$ cat config.mk
export PLATFORM = sky130hd
export DESIGN_NAME = pseq_top
export DESIGN_NICKNAME = d
export VERILOG_FILES = /design/src/pseq_pkg.sv /design/src/pseq_phase.sv /design/src/pseq_top.sv
export SDC_FILE = /design/constraint.sdc
export NUM_CORES = 1
export LEC_CHECK = 0
export BUFFER_PORTS_ARGS = -buffer_cell sky130_fd_sc_hd__buf_4
export CAP_MARGIN = 25
export CORE_MARGIN = 2
export CORE_UTILIZATION = 40
export DETAILED_ROUTE_END_ITERATION = 8
export GPL_TIMING_DRIVEN = 0
export SLEW_MARGIN = 20
export SYNTH_ARGS = -nofsm -noshare
export SYNTH_HDL_FRONTEND = slang
export SYNTH_SLANG_ARGS = --single-unit
$ cat constraint.sdc
create_clock -name clk_sys -period 4.2 [get_ports clk_sys]
set_input_delay 0.42 -clock clk_sys [delete_from_list [all_inputs] [get_ports clk_sys]]
set_output_delay 0.42 -clock clk_sys [all_outputs]
set_load 0.05 [all_outputs]
$ cat src/pseq_pkg.sv
// shared constants and types for the program sequencer
package pseq_pkg;
    localparam int PC_W = 12;                    // program counter width
    localparam int STACK_DEPTH = 6;              // return-address levels
    localparam int ADDR_W = 8;                   // register port address width
    localparam int INT_N = 3;                    // interrupt sources

    // register offsets on the plain register port
    localparam logic [7:0] REG_PCL = 8'h00;      // program_counter_low_byte
    localparam logic [7:0] REG_STATUS = 8'h01;   // sequencer status

    // values after reset and fixed vectors
    localparam logic [11:0] PC_RST = 12'h000;    // reset vector
    localparam logic [11:0] VEC_EXT = 12'h004;   // external interrupt
    localparam logic [11:0] VEC_TMR0 = 12'h008;  // timer/event counter 0
    localparam logic [11:0] VEC_TMR1 = 12'h00c;  // timer/event counter 1
    localparam logic [2:0] SIDX_EMPTY = 3'h0;    // stack index at top
    localparam logic [2:0] SIDX_FULL = 3'h6;     // all six levels used
    localparam logic [2:0] PHASES_LAST = 3'h3;   // four phases, 0..3

    // the four internal phases of one instruction cycle
    typedef enum logic [1:0] {
        PH_FETCH  = 2'b00,
        PH_DECODE = 2'b01,
        PH_EXEC   = 2'b10,
        PH_WB     = 2'b11
    } pseq_phase_type;

    // flow operation reported by the executing instruction
    typedef enum logic [2:0] {
        OP_NEXT   = 3'b000,
        OP_SKIP   = 3'b001,
        OP_BRANCH = 3'b010,
        OP_CALL   = 3'b011,
        OP_RET    = 3'b100,
        OP_RETURN_FROM_INTERRUPT   = 3'b101
    } pseq_op_type;
endpackage

$ cat src/pseq_phase.sv
// four-phase generator and fetch phase clock output
module pseq_phase
(
    input  wire logic                     clk_sys,
    input  wire logic                     nrst,
    input  wire logic                     rc_osc_mode,
    output pseq_pkg::pseq_phase_type      phase,
    output logic                          fetch_phase_clock,
    output logic                          second_oscillator_pin,
    output logic                          second_oscillator_pin_oe
);
    import pseq_pkg::*;

    // all state of the generator
    typedef struct packed {
        pseq_phase_type ph;      // current phase
        logic           t1;      // high in fetch phase only
        logic           pin;     // pin copy, gated by rc mode
        logic           oe;      // pin driven only in rc mode
    } pseq_ph_state_type;

    pseq_ph_state_type s;        // registered state
    pseq_ph_state_type next_s;   // next state

    // phases walk 0..3 and wrap; clock out is decoded ahead of time
    // so the pin comes straight from a flip-flop, free of glitches
    always_comb
    begin
        next_s = s;
        unique case (s.ph)
            PH_FETCH:  next_s.ph = PH_DECODE;
            PH_DECODE: next_s.ph = PH_EXEC;
            PH_EXEC:   next_s.ph = PH_WB;
            PH_WB:     next_s.ph = PH_FETCH;
        endcase
        next_s.t1 = (next_s.ph == PH_FETCH);
        next_s.pin = next_s.t1 && rc_osc_mode;
        next_s.oe = rc_osc_mode;
    end

    // synchronous reset parks the generator just before a fetch
    always_ff @(posedge clk_sys)
    begin
        if (!nrst)
        begin
            s <= '{ph: PH_WB, t1: 1'b0, pin: 1'b0, oe: 1'b0};
        end
        else
        begin
            s <= next_s;
        end
    end

    assign phase = s.ph;
    assign fetch_phase_clock = s.t1;
    assign second_oscillator_pin = s.pin;
    assign second_oscillator_pin_oe = s.oe;
endmodule

$ cat src/pseq_top.sv
// program sequencer: counter, skip/branch control, return stack
//
// Decided for this implementation: the register addresses and the strobed register port.
import pseq_pkg::*;

// Behaviour
// - four phases make one instruction cycle
// - counter advances entering fetch phase only
// - fetch overlaps execute; transfers add a cycle
// - rc mode: pin shows fetch clock 1:3
// - counter steps by one otherwise
// - only low byte is software visible
// - true skip discards fetched instruction, dummy
// - low byte write keeps page, dummy
// - jump, call, interrupt load full address
// - six hidden levels, index not accessible
// - call/interrupt push, returns pop counter
// - reset empties the stack
// - full stack holds interrupt flag pending
// - call on full stack still overflows
// - fixed vectors 000, 004, 008, 00c
module pseq_top
(
    input  wire logic                     clk_sys,
    input  wire logic                     nrst,
    input  wire logic                     rc_osc_mode,
    input  wire logic [pseq_pkg::ADDR_W-1:0] reg_addr,
    input  wire logic [7:0]               reg_wdata,
    input  wire logic                     reg_wr,
    input  wire logic                     reg_rd,
    output logic [7:0]                    reg_rdata,
    input  wire logic                     exec_valid,
    input  wire pseq_pkg::pseq_op_type    exec_op,
    input  wire logic                     skip_cond,
    input  wire logic [pseq_pkg::PC_W-1:0] exec_target,
    input  wire logic [pseq_pkg::INT_N-1:0] int_req,
    input  wire logic [pseq_pkg::INT_N-1:0] int_enable,
    input  wire logic                     int_master_en,
    output logic [pseq_pkg::INT_N-1:0]    int_ack,
    output logic                          int_return,
    output logic [pseq_pkg::PC_W-1:0]     prog_addr,
    output logic                          prog_fetch,
    output logic                          exec_dummy,
    output pseq_pkg::pseq_phase_type      phase,
    output logic                          fetch_phase_clock,
    output logic                          second_oscillator_pin,
    output logic                          second_oscillator_pin_oe
);
    import pseq_pkg::*;

    // all state of the sequencer
    typedef struct packed {
        logic [11:0]       pc;       // address of instruction in flight
        logic [5:0][11:0]  stack;    // return addresses
        logic [2:0]        sidx;     // levels in use
        logic              pcl_pend; // low byte write waiting
        logic [7:0]        pcl_val;  // written low byte
        logic              dummy;    // current cycle is discarded
        logic [2:0]        flags;    // recorded interrupt requests
        logic [2:0]        ack;      // acknowledge pulse, one-hot
        logic              return_from_interrupt;     // return from interrupt pulse
        logic [7:0]        rdata;    // register read data
        logic              fetch;    // fetch strobe
    } pseq_state_type;

    pseq_state_type s;           // registered state
    pseq_state_type next_s;      // next state

    pseq_phase_type ph;          // phase from the generator
    logic           run;         // live instruction reports at boundary
    logic           full;        // every level occupied
    logic           xfer;        // counter loaded this boundary
    logic           pcl_sel;     // low byte write applied this boundary
    logic [2:0]     push_idx;    // slot written by a push
    logic [2:0]     pop_idx;     // slot read by a pop
    logic [2:0]     live;        // enabled, recorded requests
    logic [2:0]     grant;       // highest-priority live request
    logic [11:0]    vec;         // vector of the granted request

    // phase generator and fetch clock pin
    pseq_phase u_phase
    (
        .clk_sys                  (clk_sys),
        .nrst                     (nrst),
        .rc_osc_mode              (rc_osc_mode),
        .phase                    (ph),
        .fetch_phase_clock        (fetch_phase_clock),
        .second_oscillator_pin    (second_oscillator_pin),
        .second_oscillator_pin_oe (second_oscillator_pin_oe)
    );

    // fixed priority: external, then timer 0, then timer 1
    always_comb
    begin
        live = s.flags & int_enable & {3{int_master_en}};
        grant = 3'b000;
        vec = VEC_EXT;
        if (live[0])
        begin
            grant = 3'b001;
            vec = VEC_EXT;
        end
        else if (live[1])
        begin
            grant = 3'b010;
            vec = VEC_TMR0;
        end
        else if (live[2])
        begin
            grant = 3'b100;
            vec = VEC_TMR1;
        end
    end

    // next-state logic; all flow decisions fall on the last phase
    // so the new address is ready exactly as fetch begins
    always_comb
    begin
        next_s = s;
        next_s.ack = 3'b000;
        next_s.return_from_interrupt = 1'b0;
        next_s.fetch = 1'b0;
        next_s.rdata = 8'h00;
        xfer = 1'b0;
        pcl_sel = 1'b0;
        full = (s.sidx == SIDX_FULL);
        // a discarded instruction must not steer the flow
        run = (ph == PH_WB) && exec_valid && !s.dummy;
        // overflow rewrites the deepest slot, index stays full
        push_idx = full ? (SIDX_FULL - 3'h1) : s.sidx;
        pop_idx = (s.sidx == SIDX_EMPTY) ? SIDX_EMPTY
                                         : (s.sidx - 3'h1);

        // requests are recorded at once; a new one beats the clear
        next_s.flags = s.flags | int_req;

        if (ph == PH_WB)
        begin
            next_s.fetch = 1'b1;
            next_s.dummy = 1'b0;
            next_s.pc = s.pc + 12'h001;
            if (run && exec_op != OP_NEXT)
            begin
                unique case (exec_op)
                    OP_SKIP:
                    begin
                        // fetched word is thrown away: net step of two
                        next_s.dummy = skip_cond;
                    end
                    OP_BRANCH:
                    begin
                        next_s.pc = exec_target;
                        next_s.dummy = 1'b1;
                        xfer = 1'b1;
                    end
                    OP_CALL:
                    begin
                        // performed even when full; flow then undefined
                        next_s.stack[push_idx] = s.pc;
                        if (!full)
                        begin
                            next_s.sidx = s.sidx + 3'h1;
                        end
                        next_s.pc = exec_target;
                        next_s.dummy = 1'b1;
                        xfer = 1'b1;
                    end
                    OP_RET, OP_RETURN_FROM_INTERRUPT:
                    begin
                        next_s.pc = s.stack[pop_idx];
                        if (s.sidx != SIDX_EMPTY)
                        begin
                            next_s.sidx = s.sidx - 3'h1;
                        end
                        next_s.return_from_interrupt = (exec_op == OP_RETURN_FROM_INTERRUPT);
                        next_s.dummy = 1'b1;
                        xfer = 1'b1;
                    end
                    default:
                    begin
                        next_s.dummy = 1'b0;             // illegal code
                    end
                endcase
            end
            else if (s.pcl_pend)
            begin
                // only the low byte moves: jump stays in this page
                next_s.pc = {s.pc[11:8], s.pcl_val};
                next_s.pcl_pend = 1'b0;
                next_s.dummy = 1'b1;
                pcl_sel = 1'b1;
                xfer = 1'b1;
            end
            else if (grant != 3'b000 && !full)
            begin
                // a full stack holds the acknowledge off until a return
                next_s.stack[push_idx] = s.pc;
                next_s.sidx = s.sidx + 3'h1;
                next_s.pc = vec;
                next_s.ack = grant;
                next_s.flags = (s.flags & ~grant) | int_req;
                next_s.dummy = 1'b1;
                xfer = 1'b1;
            end
        end

        // register port; the stack and its index have no address
        if (reg_wr && reg_addr == REG_PCL)
        begin
            next_s.pcl_pend = 1'b1;
            next_s.pcl_val = reg_wdata;
        end
        if (reg_rd)
        begin
            unique case (reg_addr)
                REG_PCL:    next_s.rdata = s.pc[7:0];
                REG_STATUS: next_s.rdata = {ph, s.dummy, s.flags,
                                            s.pcl_pend, 1'b0};
                default:    next_s.rdata = 8'h00;        // unmapped
            endcase
        end
    end

    // state register; reset points at vector zero with an empty stack
    always_ff @(posedge clk_sys)
    begin
        if (!nrst)
        begin
            s <= '0;
            s.pc <= PC_RST;
            s.sidx <= SIDX_EMPTY;
        end
        else
        begin
            s <= next_s;
        end
    end

    assign reg_rdata = s.rdata;
    assign int_ack = s.ack;
    assign int_return = s.return_from_interrupt;
    assign prog_addr = s.pc;
    assign prog_fetch = s.fetch;
    assign exec_dummy = s.dummy;
    assign phase = ph;
endmodule

* Word level (Yosys, flattened, before mapping)
Cells that the tools add are included.
** Operators by class
- Order comparisons :: 3
- Bitwise logic cells :: 9
- Equal/unequal tests :: 16
- Reduce and logical (&&, ||, !) cells :: 28
- Muxes and demuxes :: 37
- $add $sub $neg :: 3
** Operator list (number)
- 87-bit two-way mux :: 2
- 75-bit two-way mux :: 1
- 72-bit bitwise mux :: 1
- 72-bit two-way mux :: 1
- 12-bit binary-select mux with 3-bit select :: 1
- 12-bit demux with 3-bit select :: 1
- 12-bit two-way mux :: 3
- 12-bit case mux with 2 select lines :: 1
- 3-bit two-way mux :: 7
- 8-bit case mux with 2 select lines :: 1
- 7-bit two-way mux :: 2
- 12-bit by 1-bit adder with 12-bit output, second input constant :: 1
- 4-bit two-way mux :: 3
- 6-bit two-way mux :: 2
- 3-bit bitwise AND :: 3
- 3-bit == test, second input constant :: 3
- 9-bit two-way mux :: 1
- 3-bit nonzero test :: 3
- 8-bit by 1-bit == test with 1-bit output, second input constant :: 1
- 8-bit zero test :: 1
- 3-bit by 4-bit less-than comparator with 1-bit output, second input constant :: 2
- 2-bit case mux with 4 select lines :: 1
- 4-bit AND reduction :: 2
- 1-bit logical AND :: 7
- other kinds (25) :: 45
** Storage, ports and cells
- Output and inout port bits :: 31
- Bits in registers :: 118
- Input port bits :: 45
- Word-level logic and storage cells :: 117

* Depth between registers and ports, before layout
Gate-level depths: netlist (run 1).
- Depth after elaboration :: 12
- Mapped depth :: 10
- Depth with buffers taken out :: 8

* Cells and area by module
A second synthesis (run 1) with hierarchy kept.
** Unflattened totals
- Cells, all modules :: 713
- Area total of the unflattened synthesis :: 5964.5 um2
** Modules (own cells, without submodules)
- pseq_top :: times used 1, cells an instance 698, sequential area each 2262.2 um2, area each 5780.5 um2
- pseq_phase :: times used 1, cells an instance 15, sequential area each 100.1 um2, area each 183.9 um2

* Worst setup path before layout (run 1)
No wires, ideal clock.
- Path kind :: reg2reg
- From :: register u_phase.s (netlist bit u_phase.phase[1])
- To :: register s[66] (netlist name)
- Arrival :: 2.564 ns
- Library setup time :: 0.128 ns
- Clock period less this slack :: 2.692 ns
- Cell stages (with the launch flop) :: 11
- Slack :: 1.508 ns
- Data required time :: 4.072 ns
- Path buffers :: 3
- Cell sequence :: dfxtp_1 -> ha_1 -> nand2b_1 -> clkbuf_1 -> a2111oi_2 -> a31oi_1 -> or4_1 -> buf_2 -> buf_6 -> mux2i_1 -> nor2_1
** On the way
- Cells in the longest elaborated chain, start to end :: 6
- Elaborated cells between the ends (all ways) :: 9
- Classes of those cells :: eq/ne (3); mux (1); reduce/logical (5)
** Ends and longest elaborated chain
- start: declaration :: line pseq_phase.sv:22 : pseq_ph_state_type s;
- start signal: assignment :: line pseq_phase.sv:46 : s <= '{ph: PH_WB, t1: 1'b0, pin: 1'b0, oe: 1'b0};
- start signal: assignment :: line pseq_phase.sv:50 : s <= next_s;
- 2-bit == test (*) :: line pseq_top.sv:128, pseq_top.sv:137
- 1-bit logical AND (2 in a row) :: line pseq_top.sv:128 : run = (ph == PH_WB) && exec_valid && !s.dummy;
- 1-bit logical AND :: line pseq_top.sv:142 : if (run && exec_op != OP_NEXT)
- 2-bit by 1-bit inequality test with 1-bit output (no line) or 2-bit nonzero test (tied branches)
- 4-bit AND reduction (no line)
- end signal: assignment :: line pseq_top.sv:235 : s <= next_s;
- end: declaration :: line pseq_top.sv:66 : pseq_state_type s;
Every way passes the cells marked *; elsewhere a longest branch is shown, timed or not.
A chain may end at the register's enable or synchronous reset.

* Worst setup path in the final report (run 1)
- From :: register s[26] (netlist name)
- To :: register s (netlist bit prog_addr[4])
** On the way
- Cells in the longest elaborated chain, start to end :: 6
- Elaborated cells between the ends (all ways) :: 12
- Classes of those cells :: add/sub (1); eq/ne (1); mux (7); reduce/logical (3)
** Ends and longest elaborated chain
- 3-bit by 1-bit subtractor with 3-bit output (tied with other cells) :: line pseq_top.sv:132 : : (s.sidx - 3'h1);
- 3-bit two-way mux or 1-bit zero test (tied branches) :: line pseq_top.sv:131, pseq_top.sv:194
- 12-bit binary-select mux with 3-bit select or 1-bit logical AND (tied branches) :: line pseq_top.sv:170, pseq_top.sv:194
- 12-bit two-way mux (not written as such) or 87-bit two-way mux (tied branches) :: line pseq_top.sv:170, pseq_top.sv:194
- 12-bit case mux with 2 select lines or 12-bit two-way mux (tied branches) :: line pseq_top.sv:144, pseq_top.sv:185
- 87-bit two-way mux (*) :: line pseq_top.sv:142
Every way passes the cells marked *; elsewhere a longest branch is shown, timed or not. The select of a mux whose other input is x is not followed.

==> summary.md, run 1 <==
| Metric | Value |
|---|---|
| Overall die width | `124 um` |
| Setup CP Type | `reg -> reg` |
| I/O pin cnt | `between 70 and 80` |
| GPL Wtd Cong | `0.935` |
| Final ANT Viol Nets | `0` |
| Period Utilization, post-route | `78.3%` |
| Unrepaired setup endpoints after global routing | `false` |
| Final Hold Fails | `0` |
| Worst EP arrival | `3.56 ns` |
| Vias/cell | `around 5.8` |
| Post-Synthesis Cells | `699` |
| Global-route wire length before repair | `29,800 um` |
| Pre-CTS setup slack | `around 0.93 ns` |
| Post-CTS Setup Bufs | `0` |
| Total die area | `0.0154 mm2` |
| Net Count, Synth | `753` |
| Fin Hold WS | `0.177 ns` |
| Min cycle time layout | `3.29 ns` |
| Clock-pin slew on the worst setup and hold paths | `0.06 ns` |
| Max-Cap Viols | `0` |
| Clock Skew | `0.00771 ns` |
| # DRC | `0` |
| Port Buffer Count | `74` |
| Post-DR wirelength/cell | `~20 um` |
| PostCTS Resize Cnt | `0` |
| # nets final | `around 850` |
| Total CTS buffers | `17` |
| CP max FO | `9` |
| Via count | `5,716` |
| P&R area growth vs syn | `23.5%` |
| Pint | `between 0.002 and 0.0025 W` |
| Root buffer cell | `clkbuf_16` |
| # clock sinks | `118` |
| Max clock buf depth | `2` |
| Row count | `43` |
| Critical path required time | `4.47 ns` |
| PnR worst setup slack | `0.910 ns` |
| Post-Syn Area per Cell | `8.25 um2` |
| DR pass1 iterations | `5` |
| Clock latency on the worst-skew pair | `~0.42 ns` |
| Yosys warning total | `0` |
| Seq/Total Area, Yosys | `41.0%` |
| LEAKAGE | `~2.8 nW` |
| Most frequent cells in the layout | `118 x dfxtp_1, 97 x buf_4, 87 x nand2_1` |
| Run status | `complete, no violations` |
| Rel. slew slack | `33.1%` |
| Max-slew violations | `0` |
| Final WL | `approximately 19,000 um` |
| GRT Util Overall | `25.9%` |
| Fmax | `304 MHz` |
| Number of global-route vias before repair | `5,507` |
| Starting Density | `41.2%` |
| Fraction of layout cells with a size suffix above 1 | `18.8%` |
| Post-synthesis register bit count | `118` |
| Synth Cell Area | `slightly below 0.006 mm2` |
| Most common cell after layout, fill and taps aside | `dfxtp_1` |
| Slew @ Worst Pin | `0.992 ns` |
| Synth unique cells | `66` |
| Worst hold path type | `in -> reg` |
| Switching Power | `0.00119 W` |
| Fin Setup TNS | `0 ns` |
| Fraction of registers with async set/reset | `0%` |
| Filler cells | `between 1k and 1.5k` |
| Final core utilization | `50.9%` |
| DIE HEIGHT | `124 um` |
| DPL Wire Length | `14,400 um` |
| Ys flop type | `dfxtp_1` |
| CP startpoint kind | `register` |
| Core Footprint | `0.0140 mm2` |
| Grt total ovfl | `0` |
| Sequential share of power | `between 30% and 40%` |
| Maximum number of pins on one net before global-route repair | `17` |
| Number of inserted diodes | `0` |
| Pwr dens | `just under 500 mW/mm2` |
| Critical Path Sink Type | `register` |
| Part of the power in combinational logic | `25.0%` |
| H-tree Lvls | `4` |
| Setup violations, final | `0` |
| Max rail drop VDD | `about 0.00027 V` |
| CTS tree | `built` |
| Switching share of power | `approximately a third` |
| Clock power frac | `between 40% and 50%` |
| Post-synth EDFFs | `0` |
| Iteration-0 DRC Markers | `about 550` |
| Initial antenna violation count | `0` |
| Post-CTS Hold Buffers | `0` |
[power groups by stage]
stage | Combinational [W] | Clock, W | Sequential [W]
6_report | 0.000873 | 0.00141 | 0.00121
3_5_place_dp | 0.000854 | 0 | 0.00123
3_3_place_gp | 0.000845 | 0 | 0.00123
2_1_floorplan | 0.000544 | 0 | 0.00125
5_1_grt | 0.000927 | 0.00147 | 0.00121
4_1_cts | 0.000858 | 0.00142 | 0.00121
[registers in the layout (all words and copies together), names as in the netlist]
name and cells:
u_phase.phase 2, s 87, prog_fetch 1, int_return 1, u_phase.fetch_phase_clock 1, prog_addr 12, u_phase.second_oscillator_pin_oe 1, u_phase.second_oscillator_pin 1
exec_dummy 1, reg_rdata 8, int_ack 3
[synth_stat cells, types with 9 or more instances]
| cell | number | area (um2) |
|---|---|---|
| clkbuf_1 | 44 | 165 |
| inv_1 | 9 | 33.8 |
| buf_4 | 23 | 173 |
| mux2i_1 | 27 | 270 |
| nand3_1 | 75 | 375 |
| ha_1 | 9 | 113 |
| a221oi_1 | 12 | 105 |
| nand2_1 | 87 | 327 |
| a211oi_1 | 9 | 67.6 |
| dfxtp_1 | 118 | 2360 |
| o21ai_0 | 62 | 310 |
| a21oi_1 | 40 | 200 |
| nor2_1 | 43 | 161 |
[worst paths after layout]
check	start	to	cells past startpoint	slack [ns]
worst max-delay path	s[26]	prog_addr[4]	10	0.91
worst min register to register	s[60]	s[60]	2	0.46
worst min-delay path	reg_addr[0]	reg_rdata[0]	2	0.18
worst max register to register	s[26]	prog_addr[4]	10	0.91
[final cells by class]
class | instances | area (um2) | area share (%)
multi-input combinational | 489 | 2950 | 41.5
sequential | 118 | 2360 | 33.2
timing repair buffer | 74 | 556 | 7.80
clock buffer | 20 | 457 | 6.41
buffer | 82 | 413 | 5.80
tap | 180 | 225 | 3.16
clock inverter | 12 | 120 | 1.69
inverter | 10 | 37.5 | 0.527
[metrics by stage]
step | cells | area (um2) | total power [W]
after floorplan | 699 | 5770 | 0.00180
after global placement | 953 | 6550 | 0.00207
after detailed placement | 953 | 6550 | 0.00208
after CTS | 985 | 7120 | 0.00348
after global routing | 985 | 7120 | 0.00361
final | 985 | 7120 | 0.00349
[worst max-delay path, cell delays in order, from the launching register on]
cell and delay (ns):
dfxtp_1 0.33, inv_1 0.24, ha_1 0.19, buf_2 0.19, or3b_2 0.49, and2_0 0.18
clkbuf_1 0.22, nand3_1 0.14, o21ai_0 0.10, o311ai_0 0.88, a211oi_1 0.17
[cell families after synthesis]
| logic type | synth area share [%] |
|---|---|
| AOI/OAI and AO/OA | 18.6 |
| xor gates and xnor gates | 1.97 |
| adders and majority gates | 1.95 |
| buffers and inverters | 7.81 |
| DFF | 41.0 |
| muxes | 7.23 |
| and+or+nand+nor | 21.5 |
[layer usage]
metal | GRT usage, % | share of wire, % | routed length, um
met5 | 0 | 0 | 0
met4 | 12.1 | 3.5 | 670
met3 | 4.85 | 7.5 | 1460
met2 | 42.2 | 47 | 9120
met1 | 33.2 | 42 | 8150
Note: power is estimated with default switching activity, not from simulation.
==> run 2: changes to the inputs <==
==> constraint.sdc (replaced) <==
create_clock -name clk_sys -period 3.4 [get_ports clk_sys]
set_input_delay 0.34 -clock clk_sys [delete_from_list [all_inputs] [get_ports clk_sys]]
set_output_delay 0.34 -clock clk_sys [all_outputs]
set_load 0.05 [all_outputs]
==> run 2 against run 1 <==
Via count fell by 0.10%; power rose by 24%; setup slack got worse by 0.74 ns; sequential power rose by 23%; register-to-register slack got worse by 0.74 ns; routed wire length fell by 0.12%; clock-buffer cell count did not move; flip-flop and latch count did not move; critical path type unchanged; critical endpoint is now prog_addr[5].
==> summary.md, run 2 (same netlist as run 1, synthesis figures left out) <==
| Metric | Value |
|---|---|
| Setup CP Type | `reg -> reg (unchanged)` |
| Number of inserted diodes | `0 (unchanged)` |
| Rel. slew slack | `40.6% (was 33.1%)` |
| Min cycle time layout | `3.23 ns (was 3.29 ns)` |
| CP startpoint kind | `register (unchanged)` |
| Final ANT Viol Nets | `0 (unchanged)` |
| H-tree Lvls | `4 (unchanged)` |
| # clock sinks | `118 (unchanged)` |
| Cell total after placement | `953 (unchanged)` |
| Initial antenna violation count | `0 (unchanged)` |
| Post-DP Area | `0.00655 mm2 (unchanged)` |
| GRT Util Overall | `25.9% (unchanged)` |
| Maximum number of pins on one net before global-route repair | `17 (unchanged)` |
| Core Footprint | `0.0140 mm2 (unchanged)` |
| Via count | `5,710 (was 5,716)` |
| Max rail drop VDD | `0.000338 V (was 0.000274 V)` |
| LEAKAGE | `2.82 nW (was 2.81 nW)` |
| Post-DR wirelength/cell | `19.7 um (about the same)` |
| Period Utilization, post-route | `95.0% (was 78.3%)` |
| Overall die width | `124 um (unchanged)` |
| Filler cells | `1,327 (was 1,326)` |
| Fin Hold WS | `0.0971 ns (was 0.177 ns)` |
| Post-Layout Inst Area | `0.00713 mm2 (was 0.00712 mm2)` |
| Final Hold Fails | `0 (unchanged)` |
| Slowest cell delay on critical path | `0.81 ns (was 0.88 ns)` |
| Buffer and inverter count on the worst path | `2 (was 3)` |
| Row count | `43 (unchanged)` |
| CP max FO | `9 (unchanged)` |
| Vias/cell | `5.80 (about the same)` |
| GPL Wtd Cong | `0.935 (unchanged)` |
| Most frequent cells in the layout | `118 x dfxtp_1, 97 x buf_4, 87 x nand2_1 (unchanged)` |
| CP dominant cell by count | `a2111oi_0` |
| Top cell family by delay on the critical path | `compound AO/OA/AOI/OAI gates (unchanged)` |
| Critical Path, Cell by Cell | `inv_1 > ha_1 > buf_2 > or3b_2 > nand2_1 > mux2i_1 > a2111oi_0 > a2111oi_0 > o31ai_1 (was inv_1 > ha_1 > buf_2 > or3b_2 > and2_0 > clkbuf_1 > nand3_1 > o21ai_0 > o311ai_0 > a211oi_1)` |
| Clock Skew | `0.00772 ns (was 0.00771 ns)` |
| Max-Cap Viols | `0 (unchanged)` |
| Grt total ovfl | `0 (unchanged)` |
| Root buffer cell | `clkbuf_16 (unchanged)` |
| P&R area growth vs syn | `23.7% (was 23.5%)` |
| DR pass1 iterations | `5 (unchanged)` |
| Critical Path Sink Type | `register (unchanged)` |
| Run status | `complete, no violations (unchanged)` |
| DPL Wire Length | `14,400 um (unchanged)` |
| Post-CTS Setup Bufs | `0 (unchanged)` |
| CP max stage cell | `a2111oi_0 (was o311ai_0)` |
| Pwr Total | `0.00431 W (was 0.00349 W)` |
| Global-route wire length before repair | `29,800 um (unchanged)` |
| Worst hold path type | `in -> reg (unchanged)` |
| Slew @ Worst Pin | `0.869 ns (was 0.992 ns)` |
| I/O pin cnt | `76 (unchanged)` |
| DIE HEIGHT | `124 um (unchanged)` |
| Critical path required time | `3.73 ns (was 4.47 ns)` |
| Number of global-route vias before repair | `5,507 (unchanged)` |
| Setup violations, final | `0 (unchanged)` |
| R2R depth | `9 (was 10)` |
| Starting Density | `41.2% (unchanged)` |
| Fraction of layout cells with a size suffix above 1 | `18.8% (unchanged)` |
| Clock-pin slew on the worst setup and hold paths | `0.06 ns (about the same)` |
| Port Buffer Count | `74 (unchanged)` |
| Stages on the worst setup path | `9 (was 10)` |
| Iteration-0 DRC Markers | `578 (was 554)` |
| Total die area | `0.0154 mm2 (unchanged)` |
| # nets final | `846 (unchanged)` |
| CTS tree | `built (unchanged)` |
| Clock latency on the worst-skew pair | `0.42 ns (about the same)` |
| # DRC | `0 (unchanged)` |
| Final WL | `19,400 um (about the same)` |
| Pwr dens | `604 mW/mm2 (was 489 mW/mm2)` |
| Most flop-heavy register | `s (unchanged)` |
| Worst EP arrival | `3.56 ns (about the same)` |
| Max clock buf depth | `2 (unchanged)` |
| Max reg flops | `87 (unchanged)` |
| Max-slew violations | `0 (unchanged)` |
| Worst Hold Depth | `2 (unchanged)` |
| Final non-filler cell total | `985 (unchanged)` |
| Total CTS buffers | `17 (unchanged)` |
| Fmax | `310 MHz (was 304 MHz)` |
| Most common cell after layout, fill and taps aside | `dfxtp_1 (unchanged)` |
| Fin Setup TNS | `0 ns (unchanged)` |
| Unrepaired setup endpoints after global routing | `false (unchanged)` |
==> run 2: final timing paths <==
| check | start | to | slack (ns) |
|---|---|---|---|
| max | s[26] | prog_addr[5] | 0.17 |
| max reg2reg | s[26] | prog_addr[5] | 0.17 |
| min | reg_addr[0] | reg_rdata[0] | 0.1 |
| min reg2reg | s[60] | s[60] | 0.46 |
==> run 2: worst reg2reg max path, cell delays in order (launching register included) <==
cell,delay (ns)
dfxtp_1,0.34
inv_1,0.25
ha_1,0.19
buf_2,0.21
or3b_2,0.49
nand2_1,0.28
mux2i_1,0.13
a2111oi_0,0.81
a2111oi_0,0.21
o31ai_1,0.24
==> run 2: timing repair <==
item	4_1_cts	5_1_grt
endpoints found under the hold margin	0	0
endpoints found under the setup margin	0	2
hold buffers	0	0
gates resized for setup	0	2
==> run 2: report_power, final <==
part	total, W	leakage [nW]	internal, W	switching (W)
Sequential	0.00149	0.955	0.00144	0.0000543
Clock	0.00174	0.266	0.00105	0.000685
Combinational	0.00108	1.60	0.000345	0.000737
==> run 2: per-stage QoR <==
| step | worst slack (ns) | utilization [%] |
|---|---|---|
| floorplan | 0.708 | - |
| global placement | 0.145 | 46.8 |
| detailed placement | 0.133 | 46.8 |
| CTS | 0.129 | 50.9 |
| global route | 0.0275 | 51.0 |
| finish | 0.172 | 51.0 |
==> run 2: layout make-up <==
class                           count  area [um2]  share of cell area (%)
Multi-Input combinational cell    489        2960                    41.5
Sequential cell                   118        2360                    33.1
Timing Repair Buffer               74         556                    7.79
Clock buffer                       20         457                    6.40
Buffer                             82         413                    5.79
Tap cell                          180         225                    3.16
Clock inverter                     12         120                    1.68
Inverter                           10        37.5                   0.526
==> run 2: routing by layer <==
layer | routed length [um] | up-vias | share of wire (%) | track usage (%)
li1 | - | 2668 | - | -
met1 | 8110 | 2728 | 42 | 33.2
met2 | 9050 | 257 | 47 | 42.2
met3 | 1520 | 57 | 7.8 | 4.85
met4 | 699 | 0 | 3.6 | 12.1
met5 | 0 | - | 0 | 0
==> run 3: changes to the inputs <==
--- a/config.mk
+++ b/config.mk
@@ -11,6 +11,7 @@
 export CORE_UTILIZATION = 40
 export DETAILED_ROUTE_END_ITERATION = 8
 export GPL_TIMING_DRIVEN = 0
+export MAX_ROUTING_LAYER = met4
 export SLEW_MARGIN = 20
 export SYNTH_ARGS = -nofsm -noshare
 export SYNTH_HDL_FRONTEND = slang
==> run 3 against run 2 <==
Final cell count unchanged; maximum frequency down 3.9%; final area down 0.30%; largest power group unchanged.
==> summary.md, run 3 (same netlist as run 1, synthesis figures left out) <==
| Metric | Value |
|---|---|
| Max-Cap Viols | `0 (unchanged)` |
| Worst Hold Depth | `2 (unchanged)` |
| Fin Hold WS | `0.0911 ns (was 0.0971 ns)` |
| WHS Endpoint | `reg_rdata[0] (unchanged)` |
| Worst EP arrival | `3.63 ns (was 3.56 ns)` |
| Fin Setup TNS | `0 ns (unchanged)` |
| GPL Wtd Cong | `0.956 (was 0.935)` |
| Post-CTS Hold Buffers | `0 (unchanged)` |
| Number of inserted diodes | `0 (unchanged)` |
| Starting Density | `41.2% (unchanged)` |
| Post-Layout Inst Area | `0.00711 mm2 (was 0.00713 mm2)` |
| DR pass1 iterations | `5 (unchanged)` |
| # DRC | `0 (unchanged)` |
| Filler cells | `1,344 (was 1,327)` |
| Final WL | `19,200 um (was 19,400 um)` |
| CP max FO | `9 (unchanged)` |
| CTS tree | `built (unchanged)` |
| Max clock buf depth | `2 (unchanged)` |
| # clock sinks | `118 (unchanged)` |
| Initial antenna violation count | `0 (unchanged)` |
| Most frequent cells in the layout | `118 x dfxtp_1, 97 x buf_4, 87 x nand2_1 (unchanged)` |
| Clock latency on the worst-skew pair | `0.43 ns (was 0.42 ns)` |
| Clock Skew | `0.00979 ns (was 0.00772 ns)` |
| Most flop-heavy register | `s (unchanged)` |
| Grt total ovfl | `0 (unchanged)` |
| Clock-pin slew on the worst setup and hold paths | `0.06 ns (about the same)` |
| Pwr dens | `601 mW/mm2 (was 604 mW/mm2)` |
| Critical Path, Cell by Cell | `inv_1 > ha_1 > buf_2 > or3b_2 > and2_0 > clkbuf_1 > nand3_1 > o21ai_0 > o311ai_0 > a211oi_1 (was inv_1 > ha_1 > buf_2 > or3b_2 > nand2_1 > mux2i_1 > a2111oi_0 > a2111oi_0 > o31ai_1)` |
| Total die area | `0.0154 mm2 (unchanged)` |
| Iteration-0 DRC Markers | `511 (was 578)` |
| Vias/cell | `5.71 (was 5.80)` |
| Row count | `43 (unchanged)` |
| H-tree Lvls | `4 (unchanged)` |
| P&R area growth vs syn | `23.3% (was 23.7%)` |
| Port Buffer Count | `74 (unchanged)` |
| Global-route wire length before repair | `29,200 um (was 29,800 um)` |
| Setup violations, final | `0 (unchanged)` |
| R2R Path End | `prog_addr[4] (was prog_addr[5])` |
| Period Utilization, post-route | `98.8% (was 95.0%)` |
| Most common cell after layout, fill and taps aside | `dfxtp_1 (unchanged)` |
| DIE HEIGHT | `124 um (unchanged)` |
| Total CTS buffers | `17 (unchanged)` |
| DPL Wire Length | `14,400 um (about the same)` |
| CP max stage cell | `o311ai_0 (was a2111oi_0)` |
| Final ANT Viol Nets | `0 (unchanged)` |
| Min cycle time layout | `3.36 ns (was 3.23 ns)` |
| Worst hold path type | `in -> reg (unchanged)` |
| Critical path required time | `3.67 ns (was 3.73 ns)` |
| Number of global-route vias before repair | `5,323 (was 5,507)` |
| Post-DP Area | `0.00655 mm2 (unchanged)` |
| Fmax | `298 MHz (was 310 MHz)` |
| Post-DR wirelength/cell | `19.5 um (was 19.7 um)` |
| I/O pin cnt | `76 (unchanged)` |
| Overall die width | `124 um (unchanged)` |
| Max-slew violations | `0 (unchanged)` |
| Final Hold Fails | `0 (unchanged)` |
| Via count | `5,621 (was 5,710)` |
| R2r setup slk | `0.04 ns (was 0.17 ns)` |
| Critical Path Sink Type | `register (unchanged)` |
| Unrepaired setup endpoints after global routing | `false (unchanged)` |
| Setup CP Type | `reg -> reg (unchanged)` |
| Max rail drop VDD | `0.000347 V (was 0.000338 V)` |
| Slew @ Worst Pin | `1.11 ns (was 0.869 ns)` |
| Max reg flops | `87 (unchanged)` |
| Fraction of layout cells with a size suffix above 1 | `18.6% (was 18.8%)` |
| Post-CTS Setup Bufs | `0 (unchanged)` |
| Maximum number of pins on one net before global-route repair | `17 (unchanged)` |
| HP Start | `reg_addr[0] (unchanged)` |
| # nets final | `846 (unchanged)` |
| Slowest cell delay on critical path | `0.96 ns (was 0.81 ns)` |
| Core Footprint | `0.0140 mm2 (unchanged)` |
| GRT Util Overall | `26.7% (was 25.9%)` |
| Root buffer cell | `clkbuf_16 (unchanged)` |
| CP startpoint kind | `register (unchanged)` |
| Run status | `complete, no violations (unchanged)` |
| R2R depth | `10 (was 9)` |
| LEAKAGE | `2.81 nW (was 2.82 nW)` |
| Rel. slew slack | `25.3% (was 40.6%)` |
| Reg-to-reg critical path startpoint | `s[26] (unchanged)` |
-- run 3: repair_timing --
action | 4_1_cts | 5_1_grt
hold endpoints to repair | 0 | 0
endpoints found under the setup margin | 0 | 1
gates resized for setup | 0 | 1
-- run 3: how the worst max path moves through the flow --
stage                startpoint            end  slack, ns  depth (start not counted)
3_5_place_dp              s[26]  prog_addr[10]       0.14                          9
5_1_grt                   s[26]   prog_addr[4]       0.01                         10
4_1_cts                   s[26]  prog_addr[10]       0.13                          9
3_3_place_gp              s[26]  prog_addr[10]       0.17                          9
6_report                  s[26]   prog_addr[4]       0.04                         10
2_1_floorplan  u_phase.phase[1]          s[66]       0.71                         10
-- run 3: worst max-delay path, delay by kind of cell, from the launching register on --
kind,cells,cell delay [ns]
DFF,1,0.33
adders and majority gates,1,0.19
and+or+nand+nor,3,0.79
buffers and inverters,3,0.65
AOI/OAI and AO/OA,3,1.24
-- run 3: where the power goes --
| group | switching (W) | internal (W) | leakage (nW) |
|---|---|---|---|
| sequential | 0.0000530 | 0.00144 | 0.955 |
| combinational | 0.000730 | 0.000344 | 1.60 |
| clock | 0.000698 | 0.00101 | 0.261 |
-- run 3: area by class of cell --
class / count / area [um2] / share of cell area [%]
repair buffers: 74 / 556 / 7.81
well taps: 180 / 225 / 3.17
flip-flops and latches: 118 / 2360 / 33.2
plain buffers: 82 / 413 / 5.81
multi-input cells: 489 / 2960 / 41.7
clock inverters: 13 / 123 / 1.72
clock buffers: 19 / 433 / 6.09
inverters: 10 / 37.5 / 0.528
-- run 3: per-stage QoR --
stage          std cells  util (%)  setup WS (ns)  power (W)
5_1_grt              985      50.8         0.0131    0.00442
6_report             985      50.8         0.0412    0.00427
2_1_floorplan        699         -          0.708    0.00222
3_5_place_dp         953      46.8          0.136    0.00257
4_1_cts              985      50.8          0.129    0.00426
3_3_place_gp         953      46.8          0.167    0.00256
-- run 3: routing by layer --
layer  global-route usage (%)  share of wire [%]  vias to the layer above
met5                        -                  0                        -
met4                     12.9                3.6                        0
met3                     6.55                8.8                       51
met2                     42.1                 47                      273
met1                     31.9                 41                     2630
li1                         -                  -                     2667
